===== config.mk =====
export PLATFORM = sky130hd
export DESIGN_NAME = tws_device_flat
export DESIGN_NICKNAME = d
export VERILOG_FILES = /design/src/verilog/tws_pkg.sv /design/src/verilog/tws_link_if.sv /design/src/verilog/tws_device.sv /design/src/flat_wrapper.sv
export VERILOG_INCLUDE_DIRS = /design/src /design/src/verilog
export SDC_FILE = /design/constraint.sdc
export NUM_CORES = 1
export LEC_CHECK = 0
export BUFFER_PORTS_ARGS = -buffer_cell sky130_fd_sc_hd__buf_4
export CAP_MARGIN = 40
export CORE_MARGIN = 2
export CORE_UTILIZATION = 56
export DETAILED_ROUTE_END_ITERATION = 12
export PLACE_DENSITY = 0.78
export SYNTH_ARGS = -nofsm -noshare
export SYNTH_HDL_FRONTEND = slang
export SYNTH_SLANG_ARGS = --single-unit

===== constraint.sdc =====
create_clock -name clk_sys -period 2.5 [get_ports clk_sys]
set_clock_uncertainty 0.15 [all_clocks]
set_input_delay 0.25 -clock clk_sys [delete_from_list [all_inputs] [get_ports clk_sys]]
set_output_delay 0.25 -clock clk_sys [all_outputs]
set_load 0.01 [all_outputs]

===== src/verilog/tws_params.svh =====
/*
 * Constants for the three-wire serial load port: word size, address field,
 * destination indices and host timing.
 * Assumes inclusion by bare name from design files of this block.
 */
`ifndef TWS_PARAMS_SVH
`define TWS_PARAMS_SVH

`define TWS_WORD_BITS 24
`define TWS_BYTE_BITS 8
`define TWS_BYTES_PER_WORD 3
`define TWS_ADDR_LSB 0
`define TWS_ADDR_BITS 3
`define TWS_NUM_DEST 8
`define TWS_FREQ_ADDR 3'h0
`define TWS_DBUF_LO_ADDR 3'h1
`define TWS_DBUF_HI_ADDR 3'h2
`define TWS_MUX_ADDR 3'h3
`define TWS_MUX_SEL_LSB 3
`define TWS_MUX_SEL_BITS 2
`define TWS_MUX_RESET_VAL 2'h0
`define TWS_CLK_SYS_HZ 10000000
`define TWS_SCLK_MAX_HZ 33000000
`define TWS_SCLK_HALF_CYCLES 4

`endif


===== src/verilog/tws_pkg.sv =====
/*
 * Types shared by both ends of the three-wire serial load port.
 * Assumes the constants header is compiled alongside.
 */
`include "tws_params.svh"

package tws_pkg;
    typedef enum logic [1:0] {
        TWS_MUX_LOW,
        TWS_MUX_LOCK,
        TWS_MUX_HIGH,
        TWS_MUX_PENDING
    } tws_mux_sel_t;

    typedef enum {
        TWS_H_IDLE,
        TWS_H_LOW,
        TWS_H_HIGH,
        TWS_H_GAP,
        TWS_H_STROBE
    } tws_host_state_t;
endpackage


===== src/verilog/tws_link_if.sv =====
/*
 * Link between the serial host and the synthesizer load port.
 * Assumes all wires are driven by the host except the status output.
 */
`timescale 1ns/1ps
`default_nettype none

interface tws_link_if;
    logic sclk;              // Serial clock, host driven
    logic sdata;             // Serial data, host driven
    logic latch_strobe;      // Latch strobe, host driven
    logic status_mux_output; // Status output, device driven

    modport device (
        input sclk,
        input sdata,
        input latch_strobe,
        output status_mux_output
    );
    modport host (
        output sclk,
        output sdata,
        output latch_strobe,
        input status_mux_output
    );
endinterface

`default_nettype wire


===== src/verilog/tws_device.sv =====
/*
 * Device end: write-only serial load port of the synthesizer. Samples the
 * link pins with clk_sys, shifts on serial clock rises, latches on strobe rise.
 * Assumes serial clock half periods of at least two clk_sys cycles.
 */
`timescale 1ns/1ps
`default_nettype none
`include "tws_params.svh"

// Summary of operation
// - Sample data each clock rise into 24 bits
// - Strobe rise copies word to addressed register
// - Host serial clock at most 33 MHz
// - Host holds strobe low while shifting
// - Byte hosts send three bytes, then strobe
// - Host presents data before rising edge
// - Status output shows lock when selected
// - Write only, no read-back path
// - Double-buffered settings apply on frequency load
// - Host may delay strobe until switch time
module tws_device #(
    parameter int WORD_BITS = `TWS_WORD_BITS,
    parameter int ADDR_BITS = `TWS_ADDR_BITS
) (
    input wire logic clk_sys,                  // System clock
    input wire logic resetn,                   // Async reset, active low
    input wire logic lock_detect,              // Loop lock state, same domain
    output logic [WORD_BITS-1:0] freq_word,    // Active frequency word
    output logic [WORD_BITS-1:0] active_lo,    // Active double-buffered word 1
    output logic [WORD_BITS-1:0] active_hi,    // Active double-buffered word 2
    output logic [WORD_BITS-1:0] mux_word,     // Immediate control word
    output logic load_pulse,                   // Pulse when frequency applied
    tws_link_if.device link                    // Serial link
);
    localparam int NUM_USED = 4; // Addresses 0 to 3 own a register
    localparam int FREQ_IDX = 0;
    localparam int LO_IDX = 1;
    localparam int HI_IDX = 2;
    localparam int MUX_IDX = 3;

    // Two stages settle each pin; the third on the edge pins only finds edges
    logic [2:0] sclk_sy;
    logic [2:0] le_sy;
    logic [1:0] sd_sy;

    logic [WORD_BITS-1:0] shift_reg;
    logic [WORD_BITS-1:0] dest_reg [NUM_USED];
    logic [WORD_BITS-1:0] act_lo_reg;
    logic [WORD_BITS-1:0] act_hi_reg;
    logic [WORD_BITS-1:0] mux_out_reg;
    logic load_reg;
    logic status_reg;
    wire [NUM_USED-1:0] dest_hit;

    function automatic logic [ADDR_BITS-1:0] dest_addr(input int idx);
        logic [ADDR_BITS-1:0] a;
        case (idx)
            FREQ_IDX: begin
                a = ADDR_BITS'(`TWS_FREQ_ADDR);
            end
            LO_IDX: begin
                a = ADDR_BITS'(`TWS_DBUF_LO_ADDR);
            end
            HI_IDX: begin
                a = ADDR_BITS'(`TWS_DBUF_HI_ADDR);
            end
            default: begin
                a = ADDR_BITS'(`TWS_MUX_ADDR);
            end
        endcase
        dest_addr = a;
    endfunction

    // Unlisted addresses match no destination, so their strobes are dropped
    function automatic logic addr_match(input logic [ADDR_BITS-1:0] a, input int idx);
        addr_match = (a == dest_addr(idx));
    endfunction

    // The last selector code drives low; it is kept free for later use
    function automatic logic status_pick(input logic [1:0] sel, input logic lock);
        logic s;
        case (sel)
            tws_pkg::TWS_MUX_LOCK: begin
                s = lock;
            end
            tws_pkg::TWS_MUX_HIGH: begin
                s = 1'b1;
            end
            default: begin
                s = 1'b0;
            end
        endcase
        status_pick = s;
    endfunction

    wire sclk_rise = sclk_sy[1] & ~sclk_sy[2];
    wire le_rise = le_sy[1] & ~le_sy[2];
    wire [ADDR_BITS-1:0] addr = shift_reg[`TWS_ADDR_LSB +: ADDR_BITS];
    wire [WORD_BITS-1:0] shift_next = {shift_reg[WORD_BITS-2:0], sd_sy[1]};
    wire hit_freq = dest_hit[FREQ_IDX];
    wire [WORD_BITS-1:0] pend_lo = dest_reg[LO_IDX];
    wire [WORD_BITS-1:0] pend_hi = dest_reg[HI_IDX];
    wire [WORD_BITS-1:0] mux_cur = dest_reg[MUX_IDX];
    wire [1:0] mux_sel = mux_cur[`TWS_MUX_SEL_LSB +: `TWS_MUX_SEL_BITS];
    wire status_next = status_pick(mux_sel, lock_detect);

    genvar g;
    generate
        for (g = 0; g < NUM_USED; g++) begin : g_dest
            assign dest_hit[g] = le_rise && addr_match(addr, g);
        end
    endgenerate

    always_ff @(posedge clk_sys or negedge resetn) begin
        if (!resetn) begin
            sclk_sy <= 3'h0;
        end else begin
            sclk_sy <= {sclk_sy[1:0], link.sclk};
        end
    end

    // Idle strobe level, so the release of reset shows no rise
    always_ff @(posedge clk_sys or negedge resetn) begin
        if (!resetn) begin
            le_sy <= 3'h7;
        end else begin
            le_sy <= {le_sy[1:0], link.latch_strobe};
        end
    end

    always_ff @(posedge clk_sys or negedge resetn) begin
        if (!resetn) begin
            sd_sy <= 2'h0;
        end else begin
            sd_sy <= {sd_sy[0], link.sdata};
        end
    end

    // Data stays two samples behind its pin, matching the clock path delay
    always_ff @(posedge clk_sys or negedge resetn) begin
        if (!resetn) begin
            shift_reg <= '0;
        end else if (sclk_rise) begin
            shift_reg <= shift_next;
        end
    end

    // Words for addresses 1 and 2 sit here as pending settings
    always_ff @(posedge clk_sys or negedge resetn) begin
        if (!resetn) begin
            for (int i = 0; i < NUM_USED; i++) begin
                dest_reg[i] <= '0;
            end
        end else begin
            for (int i = 0; i < NUM_USED; i++) begin
                if (dest_hit[i]) begin
                    dest_reg[i] <= shift_reg;
                end
            end
        end
    end

    // Pending words take effect only when the frequency word lands
    always_ff @(posedge clk_sys or negedge resetn) begin
        if (!resetn) begin
            act_lo_reg <= '0;
            act_hi_reg <= '0;
        end else if (hit_freq) begin
            act_lo_reg <= pend_lo;
            act_hi_reg <= pend_hi;
        end
    end

    // Marks the cycle after the frequency word lands
    always_ff @(posedge clk_sys or negedge resetn) begin
        if (!resetn) begin
            load_reg <= 1'b0;
        end else begin
            load_reg <= hit_freq;
        end
    end

    always_ff @(posedge clk_sys or negedge resetn) begin
        if (!resetn) begin
            mux_out_reg <= '0;
        end else begin
            mux_out_reg <= mux_cur;
        end
    end

    // Registered so the pin never shows decode glitches
    always_ff @(posedge clk_sys or negedge resetn) begin
        if (!resetn) begin
            status_reg <= 1'b0;
        end else begin
            status_reg <= status_next;
        end
    end

    assign freq_word = dest_reg[FREQ_IDX];
    assign active_lo = act_lo_reg;
    assign active_hi = act_hi_reg;
    assign mux_word = mux_out_reg;
    assign load_pulse = load_reg;
    // Only the status line leaves toward the host; contents never do
    assign link.status_mux_output = status_reg;
endmodule // tws_device

`default_nettype wire


===== src/flat_wrapper.sv =====
// flat-port wrapper written by rule: the top's interface ports become plain ports
module tws_device_flat 
#(
    parameter int WORD_BITS = `TWS_WORD_BITS,
    parameter int ADDR_BITS = `TWS_ADDR_BITS
)
  (clk_sys, resetn, lock_detect, freq_word, active_lo, active_hi, mux_word, load_pulse, link_sclk, link_sdata, link_latch_strobe, link_status_mux_output);
  tws_link_if link_i ();
  input wire logic clk_sys;
  input wire logic resetn;
  input wire logic lock_detect;
  output logic [WORD_BITS-1:0] freq_word;
  output logic [WORD_BITS-1:0] active_lo;
  output logic [WORD_BITS-1:0] active_hi;
  output logic [WORD_BITS-1:0] mux_word;
  output logic load_pulse;
  input wire logic [$bits(link_i.sclk)-1:0] link_sclk;
  input wire logic [$bits(link_i.sdata)-1:0] link_sdata;
  input wire logic [$bits(link_i.latch_strobe)-1:0] link_latch_strobe;
  output wire logic [$bits(link_i.status_mux_output)-1:0] link_status_mux_output;
  assign link_i.sclk = link_sclk;
  assign link_i.sdata = link_sdata;
  assign link_i.latch_strobe = link_latch_strobe;
  assign link_status_mux_output = link_i.status_mux_output;
  tws_device #(.WORD_BITS(WORD_BITS), .ADDR_BITS(ADDR_BITS)) u_core (.clk_sys(clk_sys), .resetn(resetn), .lock_detect(lock_detect), .freq_word(freq_word), .active_lo(active_lo), .active_hi(active_hi), .mux_word(mux_word), .load_pulse(load_pulse), .link(link_i));
endmodule

Word-level counts from Yosys, hierarchy flattened
Cells that the tools add are included.
Word-level totals
  bits in registers: 202
  input port bits: 6
  output and inout port bits: 98
  word-level logic and storage cells: 28
Operators by class
  eq/ne operators: 5
  mux-type cells: 1
  bitwise gates (word level): 4
  reduce and logical (&&, ||, !) cells: 5
Operators with widths (count)
  $eq 3x2->1 const B: 2
  $logic_and 1x1->1: 4
  $eq 3x1->1 const B: 1
  $logic_not 3->1: 1
  $and 1x1->1: 2
  $eq 2x1->1 const B: 1
  $eq 2x2->1 const B: 1
  $not 1->1: 2
  $pmux 1 s2: 1

Depth between registers and ports, before layout
  depth in word-level cells: 3
  depth in mapped cells: 5
  mapped depth without buffers: 4

Least setup slack after synthesis
Ideal clock, no wire load.
  path kind: register -> register
  start: register u_core.le_sy[1]
  end: register u_core.act_hi_reg[0], in the netlist u_core.active_hi[0]
  setup time: 0.125 ns
  data arrival time: 1.607 ns
  data required time: 2.225 ns
  setup slack: 0.618 ns
  stages on the path, launching flop included: 6
  path buffers: 2
  period minus slack after synthesis: 1.882 ns
  cells stage by stage: dfstp_2 > nor3b_4 > nor3b_2 > buf_6 > buf_12 > mux2_2
Between the ends
  cells in the longest elaborated chain, start to end: 2
Ends and longest elaborated chain
  start, declared: RTL line tws_device.sv:43  | logic [2:0] le_sy;
  start signal, assigned: RTL line tws_device.sv:127  | le_sy <= {le_sy[1:0], link.latch_strobe};
  $and 1x1->1: RTL line tws_device.sv:97  | wire le_rise = le_sy[1] & ~le_sy[2];
  $logic_and 1x1->1: RTL line tws_device.sv:110  | assign dest_hit[g] = le_rise && addr_match(addr, g);
  end signal, assigned: RTL line tws_device.sv:170  | act_hi_reg <= pend_hi;
  end, declared: RTL line tws_device.sv:49  | logic [WORD_BITS-1:0] act_hi_reg;
No other way between the ends.
A chain may end at the register's enable or synchronous reset.

Worst setup path after layout
  start: register u_core.le_sy[1]
  end: register u_core.act_hi_reg[4], in the netlist u_core.active_hi[4]
Same word-level chain as after synthesis.

==> impl_results.md <==
- Synth area leaders: dfrtp_1 69%, mux2_2 23%, buf_12 1.7%
- Req. time, crit path: 2.70 ns
- Net Sw Frac: 24.63%
- CP endpoint kind: flop
- Crit path max fanout: 26
- Pin count of the biggest net entering global routing: 79
- Worst path arrival time: 2.34 ns
- R2R cell count: 4
- DR WL/cell: 17.36 um
- Worst-Margin Slew: 0.4395 ns
- # nets final: 532
- Fin Hold WS: 0.1631 ns
- Most Used Layer, Global Route: met2
- Met3 Track Usage GR: 3.599%
- Leakage Power: 0.004557 uW
- Avg Vias per Cell: 5.109
- Status: complete, no violations
- Post-synth EDFFs: 0
- Pwr per Cell Area: 969.0 nW/um^2
- Initial antenna violation count: 0
- P_sw: 2104 uW
- Crit path cell chain: nor3b_4 -> nor3b_4 -> buf_4 -> mux2_2
- Placement Setup Slack: 0.3695 ns
- Final Hold Fails: 0
- Synth Flop Type: dfrtp_1
- Final Setup Violations: 0
- Tmin final: 2.141 ns
- Syn Nets: 408
- Synth unique cells: 23
- Combinational Power Share: 15.5%
- CP startpoint kind: flop
- Final slew viol count: 0
- Grt ovf: 0
- Sink Count: 202
- Iter 0 DRT Violations: 276
- Type of the worst setup path: reg2reg
- Peak supply drop: 0.5572 mV
- Hold WC Path Type: in2async
- Cell class contributing the biggest share of worst-path delay: simple AND/OR/NAND/NOR gates
- Max-cap violation count: 0
- Internal power: 6440 uW
- FFs w/ async S/R, synth: 100.0%
- Fmax: 0.4670 GHz
- Clock root cell: clkbuf_16
- Slowest-stage cell, CP: dfstp_2
- Die Ht: 117.4 um
- Ant. Diodes: 0
- TritonRoute pass-1 iters: 6
- Cells after Synth: 400
- Core Area: 12570 um^2
- Critical R2R Launch: u_core.le_sy[1]
- Bufs on Longest Clock Path: 3
- Starting Density: 57.28%
- Area growth, synth to finish: 22.47%
- Die W: 117.4 um
- Final ANT Viol Nets: 0
- Register area share after synthesis: 70.26%
- Postcts setup bufs: 0
- GRT met2 Usage: 28.80%
- Cell accounting for the most synthesized area: dfrtp_1
- Post-CTS Hold Fix Bufs: 5
- Flop2flop setup slack: 0.36 ns
- Total GRT Usage: 18.37%
- Clock latency on the worst-skew pair: 0.47 ns
- Yosys warning total: 0
- Layout cells sized above 1: 56.85%
- Sequential cell fraction of total power: 50.9%
- Gpl congestion: 0.7198
- I/O Buffers: 103
- First-pass GRT wire length: 20600 um
- RSZ-0062 raised after global routing: false
- Max H-tree Level: 1
- Post-DP HPWL: 7551 um
- Period utilization: 85.65%
- Resized Gates After CTS: 0
- Synthesized area per cell: 18.00 um^2
- Clk pwr share: 33.7%
- Crit path largest cell delay: 0.53 ns
- TritonCTS clock tree: yes
- Site Rows: 41
- Post-Syn Area: 7199 um^2
- Synth top cells by count: 199 x dfrtp_1, 150 x mux2_2, 7 x buf_2
- # DRC: 0
- Vias in the first global route: 3883
- # IOs: 104
- CTS clk-pin slew, worst paths: 0.06 ns
- Count leader, synth: dfrtp_1
- Slew HR: 70.70%
- Most frequent cell on the critical path: nor3b_4
- Final WS setup: 0.3587 ns
- TritonCTS buffer count: 20
- Routed Wire Length: 12240 um
- Total Negative Setup Slacks: 0 ns
- Met1 GRT Util: 27.02%
- Die area: 13780 um^2
- Via count: 3602
- RR Endpoint: u_core.active_hi[4]
- Number of synthesized register bits: 202
- Post-synth top area share: 69.17%
- CP bufs+invs: 1
## logic make-up (layout without fill, tap and decap cells)
| logic type | after synthesis | count (layout) | share of synthesized area, % |
|---|---|---|---|
| adders and majority gates | 2 | 2 | 0.3475 |
| muxes | 156 | 156 | 24.40 |
| AOI/OAI and AO/OA | 1 | 1 | 0.06945 |
| DFF | 202 | 202 | 70.26 |
| and+or+nand+nor | 19 | 19 | 2.034 |
| buffers and inverters | 20 | 153 | 2.885 |
## power groups by stage
stage	registers, uW	clock network [uW]	logic (uW)
floorplan	4380	0	627
global placement	4370	0	1290
global route	4440	3070	1430
detailed placement	4390	0	1330
CTS	4350	2930	1350
finish	4350	2880	1320
## layout make-up
| cell class | instances | area (um^2) |
|---|---|---|
| clock buffer | 27 | 588.1 |
| timing repair buffer | 120 | 957.2 |
| multi-input combinational | 178 | 1942 |
| clock inverter | 4 | 48.80 |
| inverter | 2 | 7.507 |
| tap | 172 | 215.2 |
| sequential | 202 | 5059 |
| fill | 858 | 3751 |
## how the worst max path moves through the flow
| stage | startpoint | to | slack, ns | cells after the start |
|---|---|---|---|---|
| after floorplan | u_core.le_sy[1] | u_core.active_hi[0] | 0.62 | 5 |
| after global placement | u_core.le_sy[1] | u_core.active_hi[1] | 0.44 | 4 |
| after detailed placement | u_core.le_sy[1] | u_core.active_lo[22] | 0.37 | 4 |
| after CTS | u_core.le_sy[1] | u_core.active_hi[4] | 0.35 | 4 |
| after global routing | u_core.le_sy[1] | u_core.freq_word[7] | 0.25 | 4 |
| final | u_core.le_sy[1] | u_core.active_hi[4] | 0.36 | 4 |
## worst reg2reg max path, delay by kind of cell (launching register included)
kind                   cells  cell delay, ns
AND/OR/NAND/NOR            2            0.57
buffers and inverters      1            0.39
flip-flops                 1            0.53
multiplexers               1            0.39
## through the flow
stage	cells	power, uW	util, %	cell area [um^2]
finish	705	8544	70.15	8817
global route	705	8948	70.15	8817
CTS	705	8632	70.15	8817
detailed placement	669	5726	64.69	8130
global placement	669	5655	64.69	8130
floorplan	400	5005	-	7199
## metal layers
layer  vias up  wire length [um]  part of all wire (%)
li1       1636                 -                     -
met1      1868              5727                    47
met2        82              5767                    47
met3        16               539                   4.4
met4         0               201                   1.6
met5         -                 0                     0
## layout by cell type (no fill, tap or decap), types with 3 or more instances in the layout
master and instances:
dfstp_2 3, buf_12 3, buf_4 111, nor2b_1 5, dlygate4sd3_1 5, mux2_2 150
mux2_1 6, and2_1 3, nand2b_1 3, clkbuf_16 21, dfrtp_1 199, clkbuf_8 5
No activity file was read; power rests on OpenSTA's default activity.
